**config.mk**
```make
export PLATFORM = sky130hd
export DESIGN_NAME = iaps_sequencer
export DESIGN_NICKNAME = d
export VERILOG_FILES = /design/src/common/iaps_pkg.sv /design/src/rtl/iaps_sequencer.sv
export SDC_FILE = /design/constraint.sdc
export NUM_CORES = 1
export LEC_CHECK = 0
export BUFFER_PORTS_ARGS = -buffer_cell sky130_fd_sc_hd__clkbuf_2
export CORE_MARGIN = 4
export CORE_UTILIZATION = 56
export DETAILED_ROUTE_END_ITERATION = 12
export GPL_ROUTABILITY_DRIVEN = 0
export PLACE_DENSITY = 0.76
export SYNTH_ARGS = -nofsm -noshare
export SYNTH_HDL_FRONTEND = slang
export SYNTH_SLANG_ARGS = --single-unit
```
**constraint.sdc**
```tcl
create_clock -name I_CLK -period 3.5 [get_ports I_CLK]
set_input_delay 0.35 -clock I_CLK [delete_from_list [all_inputs] [get_ports I_CLK]]
set_output_delay 0.35 -clock I_CLK [all_outputs]
set_load 0.005 [all_outputs]
```
**src/common/iaps_pkg.sv**
```systemverilog
package iaps_pkg;
  // =====================================================================
  // register word offsets (byte addresses)
  localparam logic [7:0] OFS_CTRL0 = 8'h00;
  localparam logic [7:0] OFS_CTRL2 = 8'h04;
  localparam logic [7:0] OFS_ADDR_LO = 8'h08;
  localparam logic [7:0] OFS_ADDR_HI = 8'h0c;
  localparam logic [7:0] OFS_D0_LO = 8'h10;
  localparam logic [7:0] OFS_D0_HI = 8'h14;
  localparam logic [7:0] OFS_K1_LO = 8'h18;
  localparam logic [7:0] OFS_K1_HI = 8'h1c;
  localparam logic [7:0] OFS_K2_LO = 8'h20;
  localparam logic [7:0] OFS_K2_HI = 8'h24;
  localparam logic [7:0] OFS_K3_LO = 8'h28;
  localparam logic [7:0] OFS_K3_HI = 8'h2c;
  // =====================================================================
  // ctrl0 and ctrl2 field positions
  localparam int CTRL0_MODE_LSB = 4;
  localparam int CTRL0_TRIG_BIT = 3;
  localparam int CTRL0_INIT_BIT = 2;
  localparam int CTRL0_EN_BIT = 7;
  localparam int CTRL2_CLR_BIT = 0;
  localparam int CTRL2_TSEL_BIT = 1;
  // =====================================================================
  // mode codes
  localparam logic [2:0] MODE_WRITE = 3'h0;
  localparam logic [2:0] MODE_ERASE = 3'h1;
  localparam logic [2:0] MODE_UNLOCK = 3'h6;
  // =====================================================================
  // key pattern
  localparam logic [7:0] KEY1_LO = 8'h00;
  localparam logic [7:0] KEY2_LO = 8'h0d;
  localparam logic [7:0] KEY3_LO = 8'hc3;
  localparam logic [7:0] KEY1_HI = 8'h04;
  localparam logic [7:0] KEY2_HI = 8'h09;
  localparam logic [7:0] KEY3_HI = 8'h40;
  // =====================================================================
  // timing, clock period in ns
  localparam int CLK_NS = 10;
  localparam int ERASE0_US = 3200;
  localparam int WRITE0_US = 2200;
  localparam int ERASE1_US = 3700;
  localparam int WRITE1_US = 3000;
  localparam int ERASE0_CYC = ERASE0_US * 1000 / CLK_NS;
  localparam int WRITE0_CYC = WRITE0_US * 1000 / CLK_NS;
  localparam int ERASE1_CYC = ERASE1_US * 1000 / CLK_NS;
  localparam int WRITE1_CYC = WRITE1_US * 1000 / CLK_NS;
  localparam int KEY_WIN_CYC = 1024;
  localparam int PAGE_WORDS = 32;
  typedef enum logic [1:0] {ST_IDLE, ST_BUSY} iaps_state_e;
endpackage

```
**src/rtl/iaps_sequencer.sv**
```systemverilog
`timescale 1ns/100ps
// Overview of operation
// - successful unlock sets the enabled flag; only then operations take effect
// - erase and buffer write run only after unlock
// - erase tagging: each high data write advances address, saturates at 11111b
// - only tagged words are erased
// - erased words read back as 0000h
// - trigger bit starts the key window timer
// - key bytes 00 0d c3 04 09 40 go into key registers
// - trigger bit clears itself when the timer expires
// - wrong key leaves erase and write disabled
// - clearing the enabled flag disables at once
// - buffer holds 32 sixteen bit words, one page
// - page chosen by address bits 11 to 5
// - buffer address advances per high write, holds at last word
// - write mode start moves buffer into the page; bit high till done
// - processor halts while erase or write runs
// - start bit high time follows the time select bit
// - select 0: 3.2/2.2 ms, select 1: 3.7/3.0 ms
// - low write stores only; high write loads word and increments
// - hardware clears start bit when done
module iaps_sequencer #(
  parameter int ERASE0 = iaps_pkg::ERASE0_CYC,
  parameter int WRITE0 = iaps_pkg::WRITE0_CYC,
  parameter int ERASE1 = iaps_pkg::ERASE1_CYC,
  parameter int WRITE1 = iaps_pkg::WRITE1_CYC,
  parameter int KEY_WIN = iaps_pkg::KEY_WIN_CYC
) (
  // clock, reset, enable
  input wire logic I_CLK,
  input wire logic I_RST,
  input wire logic I_CE,
  // apb slave
  input wire logic I_PSEL,
  input wire logic I_PENABLE,
  input wire logic I_PWRITE,
  input wire logic [7:0] I_PADDR,
  input wire logic [31:0] I_PWDATA,
  output logic [31:0] O_PRDATA,
  output logic O_PREADY,
  output logic O_PSLVERR,
  // flash array port
  output logic O_FL_ERASE,
  output logic O_FL_WRITE,
  output logic [11:0] O_FL_ADDR,
  output logic [15:0] O_FL_WDATA,
  // processor
  output logic O_CPU_HALT
);
  initial
  begin
    // an op shorter than one page walk would wrap op_len minus 32
    if (ERASE0 < 33 || WRITE0 < 33 || ERASE1 < 33 || WRITE1 < 33 || KEY_WIN < 1)
      $error("iaps_sequencer: op counts must exceed one page walk");
    if (ERASE1 >= 2**20 || ERASE0 >= 2**20 || WRITE0 >= 2**20 || WRITE1 >= 2**20 ||
        KEY_WIN >= 2**20)
      $error("iaps_sequencer: count too wide");
  end

  // =====================================================================
  // registers
  logic [2:0] op_mode_sel;
  logic unlock_trigger, erase_write_enabled, write_initiate;
  logic buffer_clear, program_time_sel;
  logic [7:0] flash_addr_lo;
  logic [3:0] flash_addr_hi;
  logic [7:0] data_word0_lo, data_word0_hi;
  logic [7:0] key_word1_lo, key_word1_hi, key_word2_lo, key_word2_hi;
  logic [7:0] key_word3_lo, key_word3_hi;
  logic [15:0] wbuf [iaps_pkg::PAGE_WORDS];
  logic [31:0] tag;
  logic [19:0] key_cnt, op_cnt;
  logic [4:0] walk;
  iaps_pkg::iaps_state_e state;

  // =====================================================================
  // bus decode
  wire wr = I_CE && I_PSEL && I_PENABLE && I_PWRITE;
  wire wr_c0 = wr && I_PADDR == iaps_pkg::OFS_CTRL0;
  wire wr_c2 = wr && I_PADDR == iaps_pkg::OFS_CTRL2;
  wire wr_d0h = wr && I_PADDR == iaps_pkg::OFS_D0_HI;
  wire [11:0] addr = {flash_addr_hi, flash_addr_lo};
  wire [4:0] off = addr[4:0];
  wire busy = state == iaps_pkg::ST_BUSY;
  wire key_ok = key_word1_lo == iaps_pkg::KEY1_LO && key_word2_lo == iaps_pkg::KEY2_LO &&
    key_word3_lo == iaps_pkg::KEY3_LO && key_word1_hi == iaps_pkg::KEY1_HI &&
    key_word2_hi == iaps_pkg::KEY2_HI && key_word3_hi == iaps_pkg::KEY3_HI;
  wire start_req = wr_c0 && I_PWDATA[iaps_pkg::CTRL0_INIT_BIT] && !busy;
  wire mode_ok = op_mode_sel == iaps_pkg::MODE_WRITE || op_mode_sel == iaps_pkg::MODE_ERASE;
  wire start_ok = start_req && erase_write_enabled && mode_ok;
  wire is_erase = op_mode_sel == iaps_pkg::MODE_ERASE;
  wire [19:0] op_len = is_erase ? (program_time_sel ? 20'(ERASE1) : 20'(ERASE0))
    : (program_time_sel ? 20'(WRITE1) : 20'(WRITE0));
  wire op_done = busy && op_cnt == 20'h00001;
  wire [7:0] c0_rd = {erase_write_enabled, op_mode_sel, unlock_trigger, write_initiate, 2'h0};

  function automatic logic [7:0] rd_sel(input logic [7:0] a);
    case (a)
      iaps_pkg::OFS_CTRL0: rd_sel = c0_rd;
      iaps_pkg::OFS_CTRL2: rd_sel = {6'h00, program_time_sel, buffer_clear};
      iaps_pkg::OFS_ADDR_LO: rd_sel = flash_addr_lo;
      iaps_pkg::OFS_ADDR_HI: rd_sel = {4'h0, flash_addr_hi};
      iaps_pkg::OFS_D0_LO: rd_sel = data_word0_lo;
      iaps_pkg::OFS_D0_HI: rd_sel = data_word0_hi;
      iaps_pkg::OFS_K1_LO: rd_sel = key_word1_lo;
      iaps_pkg::OFS_K1_HI: rd_sel = key_word1_hi;
      iaps_pkg::OFS_K2_LO: rd_sel = key_word2_lo;
      iaps_pkg::OFS_K2_HI: rd_sel = key_word2_hi;
      iaps_pkg::OFS_K3_LO: rd_sel = key_word3_lo;
      iaps_pkg::OFS_K3_HI: rd_sel = key_word3_hi;
      default: rd_sel = 8'h00;
    endcase
  endfunction

  // apb answers in the first access cycle; unmapped reads give zero
  assign O_PREADY = 1'b1;
  assign O_PSLVERR = 1'b0;
  assign O_CPU_HALT = busy;

  always_ff @(posedge I_CLK)
    if (I_RST)
      O_PRDATA <= 32'h0;
    else if (I_CE && I_PSEL && !I_PENABLE)
      O_PRDATA <= {24'h0, rd_sel(I_PADDR)};

  // =====================================================================
  // control register 0
  always_ff @(posedge I_CLK)
    if (I_RST)
    begin
      op_mode_sel <= iaps_pkg::MODE_WRITE;
      unlock_trigger <= 1'b0;
      erase_write_enabled <= 1'b0;
      key_cnt <= 20'h0;
    end
    else if (I_CE)
    begin
      if (wr_c0)
        op_mode_sel <= I_PWDATA[iaps_pkg::CTRL0_MODE_LSB +: 3];
      if (unlock_trigger && key_cnt == 20'h1)
      begin
        unlock_trigger <= 1'b0;
        erase_write_enabled <= key_ok;
      end
      else if (wr_c0 && !I_PWDATA[iaps_pkg::CTRL0_EN_BIT])
        erase_write_enabled <= 1'b0;
      if (wr_c0 && I_PWDATA[iaps_pkg::CTRL0_TRIG_BIT] && !unlock_trigger &&
          I_PWDATA[iaps_pkg::CTRL0_MODE_LSB +: 3] == iaps_pkg::MODE_UNLOCK)
      begin
        unlock_trigger <= 1'b1;
        key_cnt <= 20'(KEY_WIN);
      end
      else if (key_cnt != 20'h0)
        key_cnt <= key_cnt - 20'h1;
    end

  // =====================================================================
  // key and data registers
  always_ff @(posedge I_CLK)
    if (I_RST)
    begin
      {key_word1_lo, key_word1_hi, key_word2_lo, key_word2_hi} <= 32'h0;
      {key_word3_lo, key_word3_hi, data_word0_lo, data_word0_hi} <= 32'h0;
      {program_time_sel, flash_addr_hi, flash_addr_lo} <= 13'h0;
    end
    else if (wr)
    begin
      case (I_PADDR)
        iaps_pkg::OFS_K1_LO: key_word1_lo <= I_PWDATA[7:0];
        iaps_pkg::OFS_K1_HI: key_word1_hi <= I_PWDATA[7:0];
        iaps_pkg::OFS_K2_LO: key_word2_lo <= I_PWDATA[7:0];
        iaps_pkg::OFS_K2_HI: key_word2_hi <= I_PWDATA[7:0];
        iaps_pkg::OFS_K3_LO: key_word3_lo <= I_PWDATA[7:0];
        iaps_pkg::OFS_K3_HI: key_word3_hi <= I_PWDATA[7:0];
        iaps_pkg::OFS_D0_LO: data_word0_lo <= I_PWDATA[7:0];
        iaps_pkg::OFS_D0_HI: data_word0_hi <= I_PWDATA[7:0];
        iaps_pkg::OFS_ADDR_LO: flash_addr_lo <= I_PWDATA[7:0];
        iaps_pkg::OFS_ADDR_HI: flash_addr_hi <= I_PWDATA[3:0];
        iaps_pkg::OFS_CTRL2: program_time_sel <= I_PWDATA[iaps_pkg::CTRL2_TSEL_BIT];
        default: ;
      endcase
      if (wr_d0h && off != 5'h1f)
        flash_addr_lo <= flash_addr_lo + 8'h01;
    end

  // =====================================================================
  // write buffer and erase tags
  always_ff @(posedge I_CLK)
    if (I_RST)
    begin
      tag <= 32'h0;
      buffer_clear <= 1'b0;
    end
    else if (I_CE)
    begin
      // clearing takes one cycle; the bit reads high until it completes
      buffer_clear <= wr_c2 && I_PWDATA[iaps_pkg::CTRL2_CLR_BIT] && !busy;
      if (buffer_clear)
        tag <= 32'h0;
      else if (wr_d0h)
        tag[off] <= 1'b1;
    end

  always_ff @(posedge I_CLK)
    if (I_CE && buffer_clear)
      for (int i = 0; i < iaps_pkg::PAGE_WORDS; i++)
        wbuf[i] <= 16'h0;
    else if (I_CE && wr_d0h)
      wbuf[off] <= {I_PWDATA[7:0], data_word0_lo};

  // =====================================================================
  // operation sequencer: walks the page once, then waits out the time
  always_ff @(posedge I_CLK)
    if (I_RST)
    begin
      state <= iaps_pkg::ST_IDLE;
      write_initiate <= 1'b0;
      op_cnt <= 20'h0;
      walk <= 5'h0;
    end
    else if (I_CE)
    begin
      unique case (state)
        iaps_pkg::ST_IDLE:
          if (start_ok)
          begin
            state <= iaps_pkg::ST_BUSY;
            write_initiate <= 1'b1;
            op_cnt <= op_len;
            walk <= 5'h0;
          end
        iaps_pkg::ST_BUSY:
        begin
          op_cnt <= op_cnt - 20'h1;
          if (walk != 5'h1f)
            walk <= walk + 5'h1;
          if (op_done)
          begin
            state <= iaps_pkg::ST_IDLE;
            write_initiate <= 1'b0;
          end
        end
      endcase
    end

  // page from address bits 11..5, word from walk index
  wire walk_act = busy && op_cnt > op_len - 20'd32;
  always_ff @(posedge I_CLK)
    if (I_RST)
    begin
      O_FL_ERASE <= 1'b0;
      O_FL_WRITE <= 1'b0;
      O_FL_ADDR <= 12'h0;
      O_FL_WDATA <= 16'h0;
    end
    else if (I_CE)
    begin
      O_FL_ADDR <= {addr[11:5], walk};
      O_FL_ERASE <= walk_act && is_erase && tag[walk];
      O_FL_WRITE <= walk_act && !is_erase;
      O_FL_WDATA <= is_erase ? 16'h0000 : wbuf[walk];
    end

  // =====================================================================
  // checks
  halt_busy_a: assert property (@(posedge I_CLK) disable iff (I_RST)
    O_CPU_HALT == write_initiate) else $error("halt not tied to busy");
  start_gate_a: assert property (@(posedge I_CLK) disable iff (I_RST)
    I_CE && start_req && !erase_write_enabled |=> !write_initiate)
    else $error("start taken while disabled");
  trig_expire_a: assert property (@(posedge I_CLK) disable iff (I_RST)
    I_CE && unlock_trigger && key_cnt == 20'h1 |=> !unlock_trigger)
    else $error("trigger did not expire");
  bad_key_a: assert property (@(posedge I_CLK) disable iff (I_RST)
    I_CE && unlock_trigger && key_cnt == 20'h1 && !key_ok |=> !erase_write_enabled)
    else $error("enabled with bad key");
  good_key_a: assert property (@(posedge I_CLK) disable iff (I_RST)
    I_CE && unlock_trigger && key_cnt == 20'h1 && key_ok |=> erase_write_enabled)
    else $error("not enabled with good key");
  dis_now_a: assert property (@(posedge I_CLK) disable iff (I_RST)
    wr_c0 && !I_PWDATA[iaps_pkg::CTRL0_EN_BIT] && !(unlock_trigger && key_cnt == 20'h1)
    |=> !erase_write_enabled) else $error("disable late");
  addr_sat_a: assert property (@(posedge I_CLK) disable iff (I_RST)
    wr_d0h && off == 5'h1f |=> flash_addr_lo == $past(flash_addr_lo))
    else $error("address passed page end");
  addr_inc_a: assert property (@(posedge I_CLK) disable iff (I_RST)
    wr_d0h && off != 5'h1f |=> flash_addr_lo == $past(flash_addr_lo) + 8'h01)
    else $error("address not advanced");
  busy_len_a: assert property (@(posedge I_CLK) disable iff (I_RST)
    I_CE && start_ok |=> write_initiate && op_cnt == $past(op_len))
    else $error("wrong busy length");
  done_clr_a: assert property (@(posedge I_CLK) disable iff (I_RST)
    I_CE && op_done |=> !write_initiate) else $error("start bit stuck");
  erase_zero_a: assert property (@(posedge I_CLK) disable iff (I_RST)
    O_FL_ERASE |-> O_FL_WDATA == 16'h0000) else $error("erase not zero");

  unlock_c: cover property (@(posedge I_CLK) disable iff (I_RST)
    !erase_write_enabled ##1 erase_write_enabled);
  erase_c: cover property (@(posedge I_CLK) disable iff (I_RST) O_FL_ERASE);
  write_c: cover property (@(posedge I_CLK) disable iff (I_RST) O_FL_WRITE);
  ignored_c: cover property (@(posedge I_CLK) disable iff (I_RST)
    start_req && !erase_write_enabled);
endmodule

```
======== After elaboration in Yosys (flattened, before gate mapping) ========
Memory sizes are Yosys's and may differ from the RTL's. A register that Yosys moved wholly into a read port is not among the register bits.
Cells that the tools add are included.
storage, ports and cells
  memories kept ........................... 1
  bits in registers ....................... 201
  output and inout port bits .............. 65
  bits in writable memories ............... 512
  logic and storage cells ................. 171
  bits of input ports ..................... 46
operators by class
  bitwise operators ....................... 1
  add/subtract/negate cells ............... 5
  mux-type cells .......................... 40
  reduce and logical (&&, ||, !) cells .... 68
  eq/ne operators ......................... 26
  order comparisons ....................... 4
memory list
  name  words  width  rd ports  clocked after Yosys merged registers in  write ports  line                  text
  wbuf  32     16     1         1                                        32           iaps_sequencer.sv:70  logic [15:0] wbuf [iaps_pkg::PAGE_WORDS];
operators by type and width
  kind                                                 number
  one-hot mux 8 bit (12 select lines)                  1
  two-way mux 32 bit                                   2
  two-way mux 20 bit                                   3
  == test 20 x 1 -> 1 bit (second input constant)      2
  one-hot mux 20 bit (2 select lines)                  1
  subtractor 20 x 1 -> 20 bit (second input constant)  2
  two-way mux 19 bit                                   2
  AND reduction 2 bit                                  17
  == test 8 x 4 -> 1 bit (second input constant)       4
  == test 8 x 5 -> 1 bit (second input constant)       4
  == test 8 x 6 -> 1 bit (second input constant)       4
  logical AND 1 bit                                    32
  two-way mux 16 bit                                   2
  bitwise OR 32 bit                                    1
  two-way mux 5 bit                                    5
  greater-than comparator 20 bit                       1
  nonzero test 20 bit                                  1
  subtractor 19 x 6 -> 20 bit (second input constant)  1
  two-way mux 17 bit                                   1
  == test 8 x 3 -> 1 bit (second input constant)       2
  zero test 8 bit                                      2
  two-way mux 8 bit                                    2
  OR reduction 16 bit                                  1
  two-way mux 1 bit                                    14
  24 further kinds                                     37

======== Longest topological paths before layout ========
  depth after elaboration ................. 12
  depth in mapped cells ................... 12
  depth with buffers taken out ............ 12

======== Worst setup path before layout ========
OpenSTA, ideal clock, no wires.
  kind .................................... input to register
  from .................................... input port I_PADDR[1]
  to ...................................... memory wbuf[30][0], enable pin
  setup slack ............................. 0.149 ns
  cell stages on the path ................. 6
  required time ........................... 3.089 ns
  buffers on the path ..................... 2
  arrival ................................. 2.940 ns
  setup time .............................. 0.411 ns
  cells stage by stage .................... or4b_4 -> nor4_4 -> buf_2 -> nand2_2 -> buf_2 -> o21ai_0
RTL lines
  element             line                  text
  start: declaration  iaps_sequencer.sv:37  input wire logic [7:0] I_PADDR,
  end: declaration    iaps_sequencer.sv:70

======== Worst setup path in the final report ========
  from .................................... register op_mode_sel[2]
  to ...................................... register O_FL_ERASE
between the ends
  cells in the longest elaborated chain, start to end .. 7
ends and longest elaborated chain
  element                             line                   text
  start: declaration                  iaps_sequencer.sv:62   logic [2:0] op_mode_sel;
  start signal: assignment            iaps_sequencer.sv:131  op_mode_sel <= iaps_pkg::MODE_WRITE;
  start signal: assignment            iaps_sequencer.sv:139  op_mode_sel <= I_PWDATA[iaps_pkg::CTRL0_MODE_LSB +: 3];
  == test 3 x 1 -> 1 bit (*)          iaps_sequencer.sv:91   wire is_erase = op_mode_sel == iaps_pkg::MODE_ERASE;
  two-way mux 19 bit                  iaps_sequencer.sv:92   wire [19:0] op_len = is_erase ? (program_time_sel ? 20'(ERASE1) : 20'(ERASE0))
  subtractor 19 x 6 -> 20 bit         iaps_sequencer.sv:247  wire walk_act = busy && op_cnt > op_len - 20'd32;
  greater-than comparator 20 bit      iaps_sequencer.sv:247
  logical AND 1 bit                   iaps_sequencer.sv:247
  logical AND 1 bit (*) (2 in a row)  iaps_sequencer.sv:259  O_FL_ERASE <= walk_act && is_erase && tag[walk];
  end signal: assignment              iaps_sequencer.sv:259
  end: declaration                    iaps_sequencer.sv:43   output logic O_FL_ERASE,
Mark *: on every way between the ends. The rest lies on a longest branch, timed or not.
A chain may end at the register's enable or synchronous reset.

==> flow_metrics.py <==
metrics = {
    "clock_network": {
        "clk_path_buf_depth": 3,
        "post-cts-setup-buffer-count": 0,
        "clockRootBuffer": "clkbuf_16",
        "cts_resized": 0,
        "clock_sinks": 716,
        "cts_tree": "built",
        "cts_hold_buf": 0,
        "clkLatencyLatePin_ns": 0.62,
        "clkTransAtPathRegs_ns": 0.06,
        "numCtsBuffers": 73,
        "ctsHtreeMaxLevel": 3,
    },
    "detailed_routing": {
        "vias": 22206,
        "routed_wirelength_um": 85400,
        "drt_iter0_markers": 2322,
        "drc": 0,
        "ant_nets": 0,
        "drtPass1Iterations": 5,
        "post_drt_wl_per_cell_um": 24.1,
        "vias_per_cell": 6.27,
    },
    "cells_and_area": {
        "post-route-util_pct": 63.2,
        "final_cell_count_no_fill": 3544,
        "drive_above_1_share_pct": 15.7,
        "fillers": 4299,
        "nNetsFinal": 2804,
        "area_delta_synth_final_pct": 10.9,
    },
    "placed_design": {
        "dp_hpwl_um": 52800,
        "place_inst": 3414,
        "io_buffers": 60,
    },
    "setup_path": {
        "critPathMaxFanout": 6,
        "r2r_end": "O_FL_ERASE",
        "cp_cell_sequence": "nor2_1, nand2_1, inv_1, ha_1, xor2_1, ha_1, a41o_1, a21oi_1, o32ai_1, or4_1, and4_1, a32o_1",
        "critPathSlowestCell": "or4_1",
        "arrival_ns": 3.52,
        "reg2reg_depth": 12,
        "required_ns": 4.00,
        "cp-end-kind": "flop",
        "slowest_delay_ns": 0.43,
        "worstSetupPathType": "reg -> reg",
        "cpMostUsedCell": "ha_1",
        "reg2reg_from": "op_mode_sel[2]",
        "path_delay_family": "simple AND/OR/NAND/NOR gates",
        "crit_path_start_kind": "flop",
        "r2r_setup_slack_ns": 0.48,
        "crit_buf_inv": 1,
    },
    "synth": {
        "syn_inst": 2684,
        "synthAdderAreaFrac_pct": 1.29,
        "synth_common_cells": "512 x edfxtp_1, 507 x and2_1, 204 x dfxtp_1",
        "synth_top_area_share_pct": 46.4,
        "ys_warn_count": 0,
        "yosys.area_share.simple_pct": 18.1,
        "yosysMostFrequentCell": "edfxtp_1",
        "synth_top_family_by_area": "simple AND/OR/NAND/NOR gates",
        "yosys.area.top_type": "edfxtp_1",
        "synth_mux_area_share_pct": 11.4,
        "ys_ff_latch": 716,
        "ys_async_sr_fraction_pct": 0,
        "synth-seq-area-share_pct": 58.8,
        "synth-edff-count": 512,
        "syn_area_um2": 33100,
        "synthXorXnorAreaFrac_pct": 0.582,
        "synthDistinctLibCells": 68,
        "ys.flop_type": "edfxtp_1",
        "synth.area.top_cells": "edfxtp_1 46%, dfxtp_1 12%, and2_1 9.6%, mux4_2 9.4%, clkbuf_1 2.1%",
        "synth_compound_area_share_pct": 6.48,
        "syn-mean-instance-area_um2": 12.3,
    },
    "hold_path": {
        "hp-start": "I_RST",
        "hold_end": "O_FL_ADDR[9]",
        "worstHoldPathCells": 2,
        "holdCritPathClass": "in -> reg",
    },
    "floorplanning": {
        "die_area_um2": 63100,
        "start_util_pct": 56.9,
        "row_count": 88,
        "core_um2": 58100,
        "die_y_um": 251,
        "io_pins": 111,
        "die-width_um": 251,
    },
    "grt": {
        "grt_overflow": 0,
        "first_global_vias": 22188,
        "globalRouteTotalUtil_pct": 26.8,
        "antenna_found_initial": 1,
        "grt_max_degree": 68,
        "grt_first_pass_wirelength_um": 130000,
    },
    "sta": {
        "slew_violations": 0,
        "finClkSkew_ns": 0.0292,
        "slew_headroom_pct": 18.5,
        "period_share_pct": 86.3,
        "rsz0062_at_grt": "false",
        "finalCriticalPeriod_ns": 3.02,
        "hold_viol": 0,
        "fmax_mhz": 331,
        "setup_tns_ns": 0,
        "setup_violations": 0,
        "worst_slew_pin_slew_ns": 1.22,
    },
    "power_and_ir_drop": {
        "max-vdd-ir-drop_mv": 0.529,
        "p_leak_nw": 12.3,
        "powerDensity_nw_per_um2": 480,
    },
    "flow_run": {
        "maxCapViolations": 0,
    },
    "outcome": {
        "status": "completed",
    },
}
report_power, final:
part           switching (mW)  total [mW]  internal [mW]
combinational           0.595       0.924          0.329
clock                    3.19        7.53           4.34
sequential             0.0928        9.16           9.07
stage by stage:
| step | total power [mW] | hold WS, ns | cell area [um2] | worst slack, ns |
|---|---|---|---|---|
| after global placement | 10.2 | 0.441 | 34400 | 0.545 |
| after global routing | 18.2 | 0.118 | 36700 | 0.361 |
| after CTS | 17.7 | 0.0923 | 36700 | 0.498 |
| after floorplan | 10.0 | 0.429 | 33200 | 0.149 |
| after detailed placement | 10.2 | 0.449 | 34400 | 0.521 |
| final | 17.6 | 0.115 | 36700 | 0.480 |
layout make-up:
| type | instances | area, um2 | area share [%] |
|---|---|---|---|
| sequential | 716 | 19500 | 53.0 |
| multi-input combinational | 1733 | 12700 | 34.5 |
| inverter | 21 | 78.8 | 0.215 |
| clock inverter | 34 | 302 | 0.821 |
| antenna | 1 | 2.50 | 0.00682 |
| clock buffer | 95 | 1970 | 5.37 |
| tap | 765 | 957 | 2.61 |
| timing repair buffer | 179 | 1270 | 3.46 |
sequential cells by signal, summed over array words and instances, names as in the netlist, 3 cells and up, named ones only:
register	count
O_FL_ADDR	12
key_word3_hi	8
key_word2_hi	8
flash_addr_hi	4
key_word3_lo	8
key_word2_lo	8
flash_addr_lo	8
data_word0_lo	8
op_mode_sel	3
wbuf	512
key_cnt	20
data_word0_hi	8
key_word1_lo	8
walk	5
op_cnt	20
tag	32
O_FL_WDATA	16
O_PRDATA	8
key_word1_hi	8
how the worst max path moves through the flow:
stage	cells after the start	start	end	slack (ns)
finish	12	op_mode_sel[2]	O_FL_ERASE	0.48
global route	12	op_mode_sel[2]	O_FL_ERASE	0.36
CTS	12	op_mode_sel[2]	O_FL_ERASE	0.50
detailed placement	12	op_mode_sel[2]	O_FL_ERASE	0.52
global placement	12	op_mode_sel[2]	O_FL_ERASE	0.55
floorplan	6	I_PADDR[1]	wbuf[30][0]	0.15
cells in the final DEF (no fill, tap or decap), drive strengths merged, types with 5 or more instances in the layout:
| cell type | Yosys | routed |
|---|---|---|
| edfxtp | 512 | 512 |
| and2 | 507 | 507 |
| dfxtp | 204 | 204 |
| nor2 | 180 | 180 |
| nand2 | 171 | 171 |
| clkbuf | 185 | 154 |
| mux4 | 138 | 138 |
| a21oi | 137 | 137 |
| buf | 54 | 120 |
| mux2i | 64 | 64 |
| nand3 | 60 | 60 |
| o21ai | 60 | 60 |
| a22oi | 48 | 48 |
| ha | 34 | 34 |
| nand4 | 32 | 32 |
| conb | 2 | 27 |
| nor3 | 27 | 27 |
| a211oi | 26 | 26 |
| inv | 21 | 24 |
| clkinv | 0 | 24 |
| and3 | 23 | 23 |
| o22ai | 23 | 23 |
| nor2b | 19 | 19 |
| nor4 | 16 | 16 |
| or3 | 12 | 12 |
| xnor2 | 12 | 12 |
| xor2 | 10 | 10 |
| nand2b | 7 | 7 |
| or4 | 7 | 7 |
| a221oi | 7 | 7 |
| nor4b | 7 | 7 |
| a21o | 6 | 6 |
| a22o | 6 | 6 |
| a2111oi | 5 | 5 |
| nor3b | 5 | 5 |
| bufinv | 0 | 5 |
kinds of logic (layout without fill, tap and decap cells):
logic type,count (synthesis),count (layout)
AOI/OAI and AO/OA,348,348
xor gates and xnor gates,22,22
adders and majority gates,34,34
buffers and inverters,260,329
DFF,716,716
muxes,205,205
other,2,28
and+or+nand+nor,1097,1097
worst reg2reg max path, cell delays in order (launching register included):
cell     delay (ns)
dfxtp_1        0.34
nor2_1         0.24
nand2_1        0.12
inv_1          0.19
ha_1           0.32
xor2_1         0.17
ha_1           0.26
a41o_1         0.22
a21oi_1        0.12
o32ai_1        0.08
or4_1          0.43
and4_1         0.22
a32o_1         0.20
per-layer routing:
metal,vias to the layer above,GRT usage [%],part of all wire (%)
li1,9798,-,-
met1,10997,35.6,38
met2,1166,43.0,47
met3,245,6.04,9.8
met4,0,11.7,4.6
met5,-,0,0
(Power assumes the default switching activity.)
